File: src/mise_pkg.sv
// package: opcodes, carriers and constants of the instruction subset execution unit
//
// Overview of operation
// - complement-to-w writes inverted byte, sets zero
// - bcd adjust adds 6 to low nibble
// - bcd adjust adds 6 to high nibble
// - adjust adds 00H/06H/60H/66H, result to memory
// - bcd adjust touches only the carry flag
// - memory minus one writes back, updates zero
// - minus-one-to-w loads w, memory untouched, zero
// - power down halts execution, stops clock
// - power down clears watchdog counter and prescaler
// - power down sets pd flag, clears timeout
// - memory plus one writes back, updates zero
// - plus-one-to-w loads w, memory untouched, zero
// - jump loads program counter from instruction
// - jump takes two instruction cycles
package mise_pkg;

    localparam int DATA_W = 8;          // data memory and working register width
    localparam int ADDR_W = 8;          // data memory address width
    localparam int PC_W = 12;           // default program counter width

    localparam logic [3:0] NIBBLE_MAX = 4'h9;     // largest legal bcd digit
    localparam logic [7:0] ADJ_NONE = 8'h00;      // no decimal correction
    localparam logic [7:0] ADJ_LOW = 8'h06;       // low digit correction
    localparam logic [7:0] ADJ_HIGH = 8'h60;      // high digit correction
    localparam logic [7:0] ADJ_BOTH = 8'h66;      // both digits corrected
    localparam logic [7:0] BYTE_ONE = 8'h01;      // step of plus/minus one
    localparam logic [7:0] BYTE_ZERO = 8'h00;     // zero byte
    localparam int JUMP_CYCLES = 2;               // instruction cycles of an absolute jump

    // instructions handled by this unit
    typedef enum logic [3:0] {
        OP_NOP = 4'h0,
        OP_COMPLEMENT_TO_W = 4'h1,
        OP_BCD_ADJUST = 4'h2,
        OP_MEMORY_MINUS_ONE = 4'h3,
        OP_MEMORY_MINUS_ONE_TO_W = 4'h4,
        OP_POWER_DOWN = 4'h5,
        OP_MEMORY_PLUS_ONE = 4'h6,
        OP_MEMORY_PLUS_ONE_TO_W = 4'h7,
        OP_JUMP_ABSOLUTE = 4'h8
    } mise_op_t;

    // sequencer states, gray coded: run is one bit away from flush and from sleep
    typedef enum logic [1:0] {
        ST_RUN = 2'b00,
        ST_JUMP_FLUSH = 2'b01,
        ST_SLEEP = 2'b10
    } mise_state_e_t;

    // one issued instruction with its fetched operand
    typedef struct packed {
        logic valid;
        mise_op_t op;
        logic [ADDR_W-1:0] memAddr;
        logic [DATA_W-1:0] memData;
        logic [PC_W-1:0] target;
    } mise_instr_t;

    // status flags kept by the unit
    typedef struct packed {
        logic zero;
        logic carry;
        logic halfCarry;
        logic powerDown;
        logic watchdogTimeout;
    } mise_flags_t;

    // data memory write request
    typedef struct packed {
        logic we;
        logic [ADDR_W-1:0] addr;
        logic [DATA_W-1:0] data;
    } mise_memwr_t;

    // datapath answer for one instruction
    typedef struct packed {
        logic [DATA_W-1:0] value;
        logic writeW;
        logic writeMem;
        logic writeZero;
        logic writeCarry;
        logic carry;
    } mise_alu_t;

    // zero test shared by every zero-flag update
    function automatic logic is_zero(input logic [DATA_W-1:0] v);
        return v == BYTE_ZERO;
    endfunction

endpackage

File: src/mise_alu.sv
// datapath of the instruction subset: complement, bcd adjust, plus and minus one
module mise_alu (
    // operation and operands
    input wire mise_pkg::mise_op_t op,
    input wire logic [mise_pkg::DATA_W-1:0] memData,
    input wire logic [mise_pkg::DATA_W-1:0] wreg,
    input wire logic carryIn,
    input wire logic halfCarryIn,
    // result
    output mise_pkg::mise_alu_t res
);
    import mise_pkg::*;

    logic lowFix;                  // low digit needs correction
    logic highFix;                 // high digit needs correction
    logic [7:0] adjust;            // one of the four correction constants
    logic [DATA_W:0] adjSum;       // corrected value with carry out

    // decimal correction picks a constant from digit and flag tests
    always_comb begin
        lowFix = (wreg[3:0] > NIBBLE_MAX) || halfCarryIn;
        highFix = (wreg[7:4] > NIBBLE_MAX) || carryIn;
        unique case ({highFix, lowFix})
            2'b00: adjust = ADJ_NONE;
            2'b01: adjust = ADJ_LOW;
            2'b10: adjust = ADJ_HIGH;
            2'b11: adjust = ADJ_BOTH;
        endcase
        adjSum = {1'b0, wreg} + {1'b0, adjust};
    end

    // per-opcode result and which destinations take it
    always_comb begin
        res = '0;
        unique case (op)
            OP_COMPLEMENT_TO_W: begin
                res.value = ~memData;
                res.writeW = 1'b1;
                res.writeZero = 1'b1;
            end
            OP_BCD_ADJUST: begin
                res.value = adjSum[DATA_W-1:0];
                res.writeMem = 1'b1;
                res.writeCarry = 1'b1;
                // carry stays set if already set, or the correction overflowed
                res.carry = carryIn | adjSum[DATA_W];
            end
            OP_MEMORY_MINUS_ONE: begin
                res.value = memData - BYTE_ONE;
                res.writeMem = 1'b1;
                res.writeZero = 1'b1;
            end
            OP_MEMORY_MINUS_ONE_TO_W: begin
                res.value = memData - BYTE_ONE;
                res.writeW = 1'b1;
                res.writeZero = 1'b1;
            end
            OP_MEMORY_PLUS_ONE: begin
                res.value = memData + BYTE_ONE;
                res.writeMem = 1'b1;
                res.writeZero = 1'b1;
            end
            OP_MEMORY_PLUS_ONE_TO_W: begin
                res.value = memData + BYTE_ONE;
                res.writeW = 1'b1;
                res.writeZero = 1'b1;
            end
            // jump, power down and nop leave the datapath idle
            default: res = '0;
        endcase
    end

endmodule

File: src/mise_exec.sv
// execution unit for complement, bcd adjust, plus/minus one, power down and jump
module mise_exec #(
    parameter int PC_WIDTH = mise_pkg::PC_W
) (
    // clock and reset
    input wire logic clk,
    input wire logic rstn,
    // instruction issue
    input wire mise_pkg::mise_instr_t instr,
    output logic ready,
    // flag side inputs from the rest of the core
    input wire logic flagLoad,
    input wire mise_pkg::mise_flags_t flagLoadValue,
    input wire logic watchdogTimeoutEvent,
    // wake pin, asynchronous
    input wire logic wakePin,
    // architectural state
    output logic [mise_pkg::DATA_W-1:0] workingRegister,
    output mise_pkg::mise_flags_t flags,
    output logic [PC_WIDTH-1:0] programCounter,
    // data memory write port
    output mise_pkg::mise_memwr_t memWrite,
    // power control
    output logic watchdogClear,
    output logic systemClockEnable,
    output logic halted
);
    import mise_pkg::*;

    // the unit executes one instruction per open issue slot: the operand is
    // fetched by the core and arrives together with the instruction, and the
    // result is written back at the next edge. a jump closes the slot for one
    // dummy cycle; power down closes it until the wake pin is seen. the data
    // memory itself lives outside, so the to-w forms simply raise no strobe.
    // limitation: there is no stall input, the core must honour ready itself.

    // registered state of the unit apart from the two synchronisers; every output of the module
    // is one field of it, so nothing at the boundary is decoded logic
    typedef struct packed {
        mise_state_e_t fsm;        // sequencer state
        logic [PC_WIDTH-1:0] pc;   // address of the next instruction
        logic [DATA_W-1:0] wreg;   // working register
        mise_flags_t flags;        // status flags
        mise_memwr_t mem;          // pending data memory write
        logic wdtClear;            // watchdog and prescaler clear pulse
        logic clkEn;               // system clock gate control
        logic ready;               // issue slot open
        logic halt;                // sleeping; kept apart from fsm so the pin is a flop
    } mise_core_t;

    // program counter constants
    localparam logic [PC_WIDTH-1:0] PC_STEP = PC_WIDTH'(1); // sequential fetch step
    localparam logic [PC_WIDTH-1:0] PC_RESET = '0;           // reset vector

    // internal signals
    logic [1:0] rstPipe;       // reset release synchroniser
    logic rstSyncN;            // synchronised active-low reset
    logic [1:0] wakePipe;      // wake pin synchroniser
    logic wakeSync;            // wake level, safe to use
    mise_core_t state_reg;     // registered state
    mise_core_t state_next;    // next state
    mise_alu_t alu;            // datapath answer
    logic issue;               // an instruction is taken this cycle

    // reset is asserted at once but released only after two clean edges;
    // a release that lands close to a clock edge could otherwise leave part
    // of the state in reset and part of it running for one cycle
    always_ff @(posedge clk or negedge rstn) begin
        if (!rstn) begin
            rstPipe <= 2'b00;
        end else begin
            rstPipe <= {rstPipe[0], 1'b1};
        end
    end
    assign rstSyncN = rstPipe[1];

    // the wake pin is unrelated to clk, so it passes two flops first;
    // a wake pulse shorter than one clock may be missed, so the source
    // must hold the pin until the unit reports that it runs again
    always_ff @(posedge clk or negedge rstSyncN) begin
        if (!rstSyncN) begin
            wakePipe <= 2'b00;
        end else begin
            wakePipe <= {wakePipe[0], wakePin};
        end
    end
    assign wakeSync = wakePipe[1];

    // shared datapath; it sees the fetched operand directly and the
    // registered working register and flags, so results land one edge later
    mise_alu u_alu (
        .op(instr.op),
        .memData(instr.memData),
        .wreg(state_reg.wreg),
        .carryIn(state_reg.flags.carry),
        .halfCarryIn(state_reg.flags.halfCarry),
        .res(alu)
    );

    // an instruction offered while the slot is closed is ignored, not queued
    assign issue = instr.valid && state_reg.ready;

    // next-state logic: sequencer, datapath write-back and flag updates
    // priority, lowest first: hold, flag load from the core, the issued
    // instruction's own flag writes, and last the watchdog timeout event
    always_comb begin
        state_next = state_reg;
        state_next.mem.we = 1'b0;      // write strobe is a one-cycle pulse
        state_next.wdtClear = 1'b0;    // watchdog clear is a one-cycle pulse

        // flags loaded by other instructions of the core; a load in the same
        // cycle as an instruction that writes the same flag loses to it
        if (flagLoad) begin
            state_next.flags = flagLoadValue;
        end

        unique case (state_reg.fsm)
            ST_RUN: begin
                if (issue) begin
                    // sequential instructions step the counter; a jump overrides below
                    state_next.pc = state_reg.pc + PC_STEP;
                    // complement and the to-w forms land in the working register
                    if (alu.writeW) begin
                        state_next.wreg = alu.value;
                    end
                    if (alu.writeMem) begin
                        // memory keeps its byte for the to-w forms: no strobe
                        state_next.mem.we = 1'b1;
                        state_next.mem.addr = instr.memAddr;
                        state_next.mem.data = alu.value;
                    end
                    // only the opcodes that name the zero flag touch it
                    if (alu.writeZero) begin
                        state_next.flags.zero = is_zero(alu.value);
                    end
                    // bcd adjust is the only user of the carry path here
                    if (alu.writeCarry) begin
                        state_next.flags.carry = alu.carry;
                    end
                    // control flow and power side effects
                    unique case (instr.op)
                        OP_JUMP_ABSOLUTE: begin
                            state_next.pc = PC_WIDTH'(instr.target);
                            // a dummy cycle follows while the new address is fetched
                            state_next.fsm = ST_JUMP_FLUSH;
                            state_next.ready = 1'b0;
                        end
                        OP_POWER_DOWN: begin
                            state_next.fsm = ST_SLEEP;
                            state_next.ready = 1'b0;
                            state_next.halt = 1'b1;
                            // clock gate drops with the halt so no further fetch starts
                            state_next.clkEn = 1'b0;
                            state_next.wdtClear = 1'b1;
                            state_next.flags.powerDown = 1'b1;
                            // this clear may still lose to a same-cycle timeout event below
                            state_next.flags.watchdogTimeout = 1'b0;
                        end
                        default: begin
                            // every other opcode, nop included, simply moves on
                            state_next.fsm = ST_RUN;
                        end
                    endcase
                end
            end
            ST_JUMP_FLUSH: begin
                // no instruction can be taken here, since ready is low
                // second and last cycle of the jump; jump lasts JUMP_CYCLES
                state_next.fsm = ST_RUN;
                state_next.ready = 1'b1;
            end
            ST_SLEEP: begin
                // pc, working register and memory simply hold; flags still take loads and timeouts; only a wake resumes fetch
                // wake is a level; the synchroniser adds two edges of latency
                if (wakeSync) begin
                    state_next.fsm = ST_RUN;
                    state_next.halt = 1'b0;
                    state_next.ready = 1'b1;
                    state_next.clkEn = 1'b1;
                end
            end
            default: begin
                // illegal gray code: recover to run
                // the unused code can only come from an upset; run is the safe choice
                state_next.halt = 1'b0;
                state_next.fsm = ST_RUN;
                state_next.ready = 1'b1;
                state_next.clkEn = 1'b1;
            end
        endcase

        // a timeout event wins over the clear done by power-down entry
        if (watchdogTimeoutEvent) begin
            state_next.flags.watchdogTimeout = 1'b1;
        end
    end

    // single state register; the only flops of the unit besides the
    // two synchronisers, and its reset values are constants only
    always_ff @(posedge clk or negedge rstSyncN) begin
        if (!rstSyncN) begin
            state_reg <= '{fsm: ST_RUN, pc: PC_RESET, wreg: BYTE_ZERO, flags: '0,
                           mem: '0, wdtClear: 1'b0, clkEn: 1'b1, ready: 1'b1, halt: 1'b0};
        end else begin
            state_reg <= state_next;
        end
    end

    // outputs straight from the state register; the memory strobe and the
    // watchdog clear are single-cycle pulses, the rest are levels
    assign ready = state_reg.ready;
    assign workingRegister = state_reg.wreg;
    assign flags = state_reg.flags;
    assign programCounter = state_reg.pc;
    assign memWrite = state_reg.mem;
    assign watchdogClear = state_reg.wdtClear;
    assign systemClockEnable = state_reg.clkEn;
    assign halted = state_reg.halt;

endmodule

File: config.mk
export PLATFORM = sky130hd
export DESIGN_NAME = mise_exec
export DESIGN_NICKNAME = d
export VERILOG_FILES = /design/src/mise_pkg.sv /design/src/mise_alu.sv /design/src/mise_exec.sv
export SDC_FILE = /design/constraint.sdc
export NUM_CORES = 1
export LEC_CHECK = 0
export BUFFER_PORTS_ARGS = -buffer_cell sky130_fd_sc_hd__buf_2
export CAP_MARGIN = 40
export CORE_UTILIZATION = 35
export CTS_CLUSTER_SIZE = 30
export DETAILED_ROUTE_END_ITERATION = 16
export GPL_TIMING_DRIVEN = 1
export HOLD_SLACK_MARGIN = 0.02
export PLACE_DENSITY = 0.68
export SYNTH_ARGS = -nofsm -noshare
export SYNTH_HDL_FRONTEND = slang
export SYNTH_SLANG_ARGS = --single-unit
File: constraint.sdc
create_clock -name clk -period 3.6 [get_ports clk]
set_clock_uncertainty 0.2 [all_clocks]
set_input_delay 0.18 -clock clk [delete_from_list [all_inputs] [get_ports clk]]
set_output_delay 0.18 -clock clk [all_outputs]
set_load 0.02 [all_outputs]
Word-level counts from Yosys, hierarchy flattened
Cells that the tools add are included.

Word-level logic and storage cells: 89. Output and inout bits: 46. Bits in registers: 52. Input port bits: 43.

Bitwise gates (word level): 3. Reduce and logical (&&, ||, !) cells: 18. Mux-type cells: 28. $add $sub $neg: 4. Equal/unequal tests: 17. Magnitude comparators: 2.

Operators with widths (number): case mux 8 bit (4 select lines) (2); two-way mux 24 bit (1); two-way mux 23 bit (1); two-way mux 20 bit (1); two-way mux 17 bit (1); equality test 4 x 3 -> 1 bit, second input constant (4); adder 12 x 1 -> 12 bit, second input constant (1); two-way mux 12 bit (1); two-way mux 2 bit (5); adder 8 x 8 -> 9 bit (1); AND reduction 3 bit (3); adder 8 x 1 -> 8 bit, second input constant (1); equality test 4 x 2 -> 1 bit, second input constant (2); > comparator 4 bit, second input constant (2); logical NOT 8 bit (1); two-way mux 1 bit (8); two-way mux 8 bit (1); inverter 8 bit (1); case mux 2 bit (2 select lines) (2); subtractor 8 x 1 -> 8 bit, second input constant (1); equality test 2 bit, second input constant (3); inequality test 2 bit, second input constant (3); case mux 1 bit (3 select lines) (2); OR reduction 2 bit (3); 16 further kinds (21).

Depth between registers and ports, before layout
Gate-level depths: netlist of run 1.

Depth after elaboration: 10. Mapped depth: 11. Mapped depth without buffers: 10.

Cells and area by module
Synthesis of run 1 repeated with hierarchy kept, for this count alone.

Cell total of the unflattened synthesis: 328. Area total of the unflattened synthesis: 3359.5 um^2.

Modules (own cells, without submodules): mise_exec (seq. area each 1303.8 um^2, times used 1, area each 2575.0 um^2, cells each 232); mise_alu (seq. area each 0.0 um^2, times used 1, area each 784.5 um^2, cells each 96).

Worst setup path before layout of run 1
Ideal clock, no wire load.

Path kind: flip-flop to flip-flop. Start: register state_reg, in the netlist workingRegister[3]. End: register state_reg, in the netlist flags[4]. Period minus slack after synthesis: 2675 ps. Slack: 925 ps. Data required time: 3297 ps. Library setup time: 103 ps. Cell stages (with the launch flop): 11. Buffers on the path: 1. Data arrival time: 2371 ps. Cells stage by stage: dfrtp_1 -> clkbuf_1 -> o21ai_0 -> nand2b_1 -> ha_1 -> fa_1 -> o2bb2ai_1 -> a22o_1 -> nor4b_2 -> nand4b_1 -> o41ai_2.

RTL lines: start: declaration (RTL line mise_exec.sv:60) `mise_core_t state_reg;`; start signal: assignment (RTL line mise_exec.sv:202) `state_reg <= '{fsm: ST_RUN, pc: PC_RESET, wreg: BYTE_ZERO, flags: '0,`; start signal: assignment (RTL line mise_exec.sv:205) `state_reg <= state_next;`.

==> impl_metrics.csv, run 1 <==
group,metric,value,unit
critical_path,cp_max_fo,8,
timing,finalCriticalPeriod,2.95,ns
die,die_h,99.1,µm
critical_path,crit_end,"flags[4]",
synthesis,ys_ff_latch,52,
cells_and_area,largest_register_ffs,17,
route,firstDrtPassIters,4,
route,vias,2719,
cells_and_area,fillers,932,
timing,setup_violations,0,
synthesis,synthMostInstantiatedCell,"dfrtp_1",
critical_path,cpPeakStageDelay,0.57,ns
critical_path,crit_type,"reg2reg",
die,die_w,99.1,µm
cells_and_area,final_cells,523,
synthesis,netlist_area,3300,µm²
global_route,grt_use_met2,29.0,%
synthesis,yosys-top-cells-area,"dfrtp_1 38%, buf_4 10%, mux2_2 6.1%, ha_1 4.2%, a21oi_1 3.6%",
route,routed_via_density,5.20,
synthesis,synth.avg_cell_area,9.79,µm²
timing,post-route-period-util,82.0,%
critical_path,r2r_start,"workingRegister[3]",
global_route,grt.busiest_layer,"met2",
global_route,use_met3,3.51,%
global_route,grt_pass1_wl,12800,µm
global_route,grt_pass1_vias,2680,
die,initial_core_util,35.9,%
synthesis,yosysUniqueCellTypes,61,
critical_path,required,3.62,ns
die,dieArea,9820,µm²
synthesis,synth_ff_type,"dfrtp_1",
synthesis,yosysTopAreaCell,"dfrtp_1",
critical_path,r2r_cells,9,
clocking,cts_max_path_buffers,2,
critical_path,crit_start,"workingRegister[3]",
timing,worst_pin_slew,0.812,ns
cells_and_area,nets,467,
route,wire_per_inst,15.0,µm
clocking,clk_root_buffer_cell,"clkbuf_8",
synthesis,syn_inst,337,
die,row_count,35,
route,ant_nets,0,
route,wl,7870,µm
critical_path,worst_setup_path_end_kind,"flip-flop",
critical_path,r2r_slack,0.65,ns
synthesis,synth_edf_count,0,
timing,hold_violations,0,
global_route,grt_max_degree,43,
synthesis,yosysSeqAreaShare,39.5,%
power,peakVddDrop,0.335,mV
critical_path,critPathTopFamily,"compound AO/OA/AOI/OAI gates",
critical_path,critical_path_arrival,2.98,ns
placement,port_buffers,88,
route,drc,0,
placement,place.gp.congestion,0.964,
min_path,hold_depth,2,
placement,dp.cells,484,
placement,dpl.hpwl,5800,µm
min_path,hold_path.class,"in2reg",
clocking,htree_levels,2,
power,p_leak,1.82,nW
clocking,clk_pin_slew,0.11,ns
clocking,clock-sinks,52,
cells_and_area,diodes,0,
synthesis,synth_common_cells,"50 x dfrtp_1, 44 x buf_4, 28 x nand2_1",
run,cap_violations,0,
critical_path,cp.depth,9,
synthesis,yosysWarnings,0,
critical_path,worstPathCellList,"o21ai_0, nand2b_1, ha_1, fa_1, o2bb2ai_1, a22o_1, nor4b_2, nand4b_1, o41ai_2",
die,fp.coreArea,9200,µm²
timing,drv_slew,0,
power,power,2.24,mW
outcome,outcome,"complete, no violations",
die,io_pins,89,
timing,fin_ws,0.649,ns
synthesis,synth_nets,393,
power,power.density,571,nW/µm²
synthesis,postSynth.asyncResetShare,100,%
timing,rsz0062_at_grt,"false",
global_route,overflow,0,
clocking,cts_tree,"built",
critical_path,startpoint_type,"flip-flop",
global_route,antenna_found_initial,0,
placement,pre_cts_ws,0.698,ns
global_route,grt_use_met1,20.3,%
critical_path,cp.buffers_inverters,0,
clocking,clk-insertion-delay-late,0.31,ns
critical_path,reg2reg_to,"flags[4]",
timing,maxSlewHeadroom,45.9,%
critical_path,cp_slowest_cell,"dfrtp_1",
clocking,cts_buffers,5,
cells_and_area,drive_gt1_share,31.3,%
route,drt_iter0_drc,107,
synthesis,synth_top_area_share,37.9,%
global_route,track_usage,16.4,%
cells_and_area,syn_to_final_growth,18.8,%
timing,tns,0,ns
timing,max_freq,0.339,GHz
repair_timing:
| action | CTS | global route |
|---|---|---|
| gates resized for setup | 0 | 0 |
| hold endpoints to repair | 35 | 0 |
| hold buffers | 31 | 0 |
| setup buffers | 0 | 0 |
per-layer routing:
metal	vias to the layer above	share of wire [%]
li1	1310	-
met1	1332	44
met2	66	50
met3	11	4.7
met4	0	1.6
met5	-	0
metrics by stage:
step,utilization (%),hold slack (ns),area (µm²)
floorplan,-,-0.316,3300
global placement,38.2,-0.231,3520
detailed placement,38.2,-0.233,3520
CTS,42.7,0.0256,3920
global route,42.7,0.0377,3920
finish,42.7,0.0371,3920
layout by cell type, fill, tap and decap left out, drive strengths merged, types with 5 or more instances in the layout:
| cell | synthesis | layout |
|---|---|---|
| nand3 | 8 | 8 |
| nand2 | 28 | 28 |
| clkbuf | 6 | 5 |
| dlygate4sd3 | 0 | 31 |
| dfrtp | 50 | 50 |
| xor2 | 7 | 7 |
| buf | 48 | 90 |
| ha | 11 | 11 |
| a21oi | 24 | 24 |
| nor2 | 27 | 27 |
| o21bai | 5 | 5 |
| mux2 | 21 | 21 |
| o21ai | 23 | 23 |
| and3 | 6 | 6 |
cells by family (layout without fill, tap and decap cells):
kind of cell	count (synthesis)	count (layout)	share of synthesized area (%)
flops	52	52	39.5
mux	24	24	8.07
simple gates	100	100	16.8
compound gates	79	79	15.4
other cells	1	1	0.114
xor+xnor	11	11	2.92
buf+inv	57	132	11.8
fa+ha+maj	13	13	5.38
how the worst min path moves through the flow:
stage	startpoint	endpoint	slack, ns
3_5_place_dp	rstn	rstPipe[0]	-0.23
2_1_floorplan	rstn	rstPipe[0]	-0.32
3_3_place_gp	rstn	rstPipe[0]	-0.23
4_1_cts	flagLoad	flags[2]	0.03
6_report	flagLoad	flags[2]	0.04
5_1_grt	flagLoad	flags[2]	0.04
final cells by class:
class	instances	area (µm²)	area share, %
Multi-Input combinational cell	228	1610	41.0
Sequential cell	52	1310	33.3
Timing Repair Buffer	121	766	19.5
Tap cell	111	139	3.54
Clock buffer	5	68.8	1.75
Clock inverter	3	26.3	0.670
Inverter	3	11.3	0.287
power by group:
group	internal [mW]	total (mW)	leakage, nW	switching (mW)
Clock	0.142	0.358	0.0423	0.216
Combinational	0.389	0.948	1.14	0.559
Sequential	0.770	0.933	0.634	0.164
Total	1.30	2.24	1.82	0.938
Note: power is estimated with default switching activity, not from simulation.
==> run 2: changes to the inputs <==
--- a/config.mk
+++ b/config.mk
@@ -12,7 +12,7 @@
 export DETAILED_ROUTE_END_ITERATION = 16
 export GPL_TIMING_DRIVEN = 1
 export HOLD_SLACK_MARGIN = 0.02
-export PLACE_DENSITY = 0.68
+export PLACE_DENSITY = 0.7
 export SYNTH_ARGS = -nofsm -noshare
 export SYNTH_HDL_FRONTEND = slang
 export SYNTH_SLANG_ARGS = --single-unit
==> constraint.sdc (replaced) <==
create_clock -name clk -period 2.55 [get_ports clk]
set_clock_uncertainty 0.2 [all_clocks]
set_input_delay 0.1275 -clock clk [delete_from_list [all_inputs] [get_ports clk]]
set_output_delay 0.1275 -clock clk [all_outputs]
set_load 0.02 [all_outputs]
==> run 2 against run 1 <==
Critical endpoint unchanged. Core utilization rose by 2.2 points. Largest cell class unchanged. Non-clock buffer count grew 17. The run now ends with negative setup slack left. Setup slack got worse by 0.68 ns.
==> impl_metrics.csv, run 2 (synthesis results as in run 1) <==
group,metric,value,unit
outcome,outcome,"complete, but fails checks",
outcome,violations,"negative setup slack",
route,drt_iter0_drc,150,
critical_path,cp.buffers_inverters,0,
global_route,overflow,0,
global_route,grt_pass1_wl,13600,µm
placement,pre_cts_ws,-0.0825,ns
clocking,clk-insertion-delay-late,0.31,ns
clocking,clk_pin_slew,0.10,ns
cells_and_area,nets,484,
timing,finalCriticalPeriod,2.58,ns
global_route,grt_max_degree,34,
placement,place.gp.congestion,1.01,
critical_path,r2r_cells,9,
die,row_count,35,
critical_path,crit_start,"workingRegister[2]",
route,wl,8300,µm
critical_path,required,2.56,ns
route,routed_via_density,5.28,
die,initial_core_util,35.9,%
min_path,hold_end,"flags[4]",
timing,tns,-0.0340,ns
critical_path,r2r_start,"workingRegister[2]",
run,cap_violations,0,
power,power,3.41,mW
clocking,htree_levels,2,
cells_and_area,fillers,872,
power,power.density,828,nW/µm²
route,drc,0,
critical_path,worst_setup_path_end_kind,"flip-flop",
route,vias,2853,
timing,rsz0062_at_grt,"true",
min_path,hp-start,"instr[16]",
timing,fin_ws,-0.0340,ns
timing,post-route-period-util,101,%
global_route,track_usage,17.4,%
critical_path,reg2reg_to,"flags[4]",
placement,dp.cells,498,
min_path,hold_path.class,"in2reg",
timing,drv_slew,0,
die,io_pins,89,
route,wire_per_inst,15.4,µm
cells_and_area,final_util,44.8,%
die,dieArea,9820,µm²
cells_and_area,layout_common_cells,"88 x buf_2, 49 x dfrtp_1, 33 x dlygate4sd3_1, 28 x nand2_1, 27 x nor2_1",
timing,worst_pin_slew,0.731,ns
critical_path,critical_path_arrival,2.60,ns
placement,placed_area,3640,µm²
clocking,cts_max_path_buffers,2,
cells_and_area,diodes,0,
global_route,antenna_found_initial,0,
cells_and_area,final_common_cell,"buf_2",
clocking,clk_root_buffer_cell,"clkbuf_8",
die,die_h,99.1,µm
critical_path,startpoint_type,"flip-flop",
cells_and_area,final_cells,540,
timing,whs,0.0494,ns
timing,setup_violations,1,
timing,maxSlewHeadroom,51.1,%
critical_path,cp_max_fo,2,
min_path,hold_depth,4,
cells_and_area,multi_input_area,1620,µm²
cells_and_area,largest_register_ffs,17,
global_route,grt_pass1_vias,2770,
clocking,cts_tree,"built",
power,p_leak,1.93,nW
critical_path,critPathTopFamily,"compound AO/OA/AOI/OAI gates",
route,ant_nets,0,
route,firstDrtPassIters,4,
clocking,cts_buffers,5,
critical_path,worstPathCellList,"o21ai_1, nand2b_1, ha_2, fa_1, o2bb2ai_1, a22o_1, nor4b_2, nand4b_1, o41ai_2",
critical_path,crit_type,"reg2reg",
critical_path,cp_slowest_cell,"fa_1",
cells_and_area,stdcell_area,4120,µm²
clocking,clock-sinks,52,
die,fp.coreArea,9200,µm²
timing,hold_violations,0,
cells_and_area,syn_to_final_growth,24.9,%
critical_path,r2r_slack,-0.03,ns
cells_and_area,regArea,1310,µm²
power,peakVddDrop,0.543,mV
die,die_w,99.1,µm
cells_and_area,drive_gt1_share,34.3,%
placement,port_buffers,88,
timing,max_freq,0.387,GHz
placement,dpl.hpwl,5910,µm
critical_path,cpPeakStageDelay,0.44,ns
## run 2: cell types whose count changed in the layout (fill, tap and decap cells not counted), sizes merged
cell / change
buf: +15
bufinv: +2
clkinvlp: -2
dlygate4sd3: +2
## run 2: per-layer routing
layer / vias to the layer above / share of wire, % / GRT usage, % / routed length [µm]
met5: - / 0 / 0 / 0
met4: 0 / 3.0 / 7.35 / 248
met3: 19 / 5.1 / 3.16 / 420
met2: 95 / 50 / 30.5 / 4170
met1: 1401 / 42 / 21.0 / 3460
li1: 1338 / - / - / -
## run 2: cell type report
type | count | share of cell area, %
inverters | 3 | 0.273
clock buffers | 5 | 1.67
repair buffers | 138 | 22.1
multi-input cells | 228 | 39.3
flip-flops and latches | 52 | 31.6
well taps | 111 | 3.37
clock inverters | 3 | 1.67
## run 2: worst max-delay path by stage
stage          slack [ns]          end  depth (start not counted)
4_1_cts             -0.10     flags[4]                          9
2_1_floorplan       0.009  memWrite[6]                          9
3_5_place_dp        -0.08     flags[4]                          9
5_1_grt             -0.19     flags[4]                          9
3_3_place_gp        -0.07     flags[4]                          9
6_report            -0.03     flags[4]                          9
## run 2: power by group
group	switching [mW]	total (mW)	internal [mW]
registers	0.221	1.31	1.09
logic	0.828	1.41	0.586
clock network	0.295	0.691	0.395
## run 2: worst min-delay path: stages
cell	delay (ns)
buf_2	0.12
nor2_1	0.09
nand4b_1	0.13
o41ai_2	0.07
## run 2: what timing repair did
action | in CTS | in global routing
pin swaps | 2 | 2
setup buffers | 1 | 0
hold buffers | 33 | 0
endpoints found under the setup margin | 3 | 4
endpoints found under the hold margin | 45 | 0
resized for setup | 1 | 2
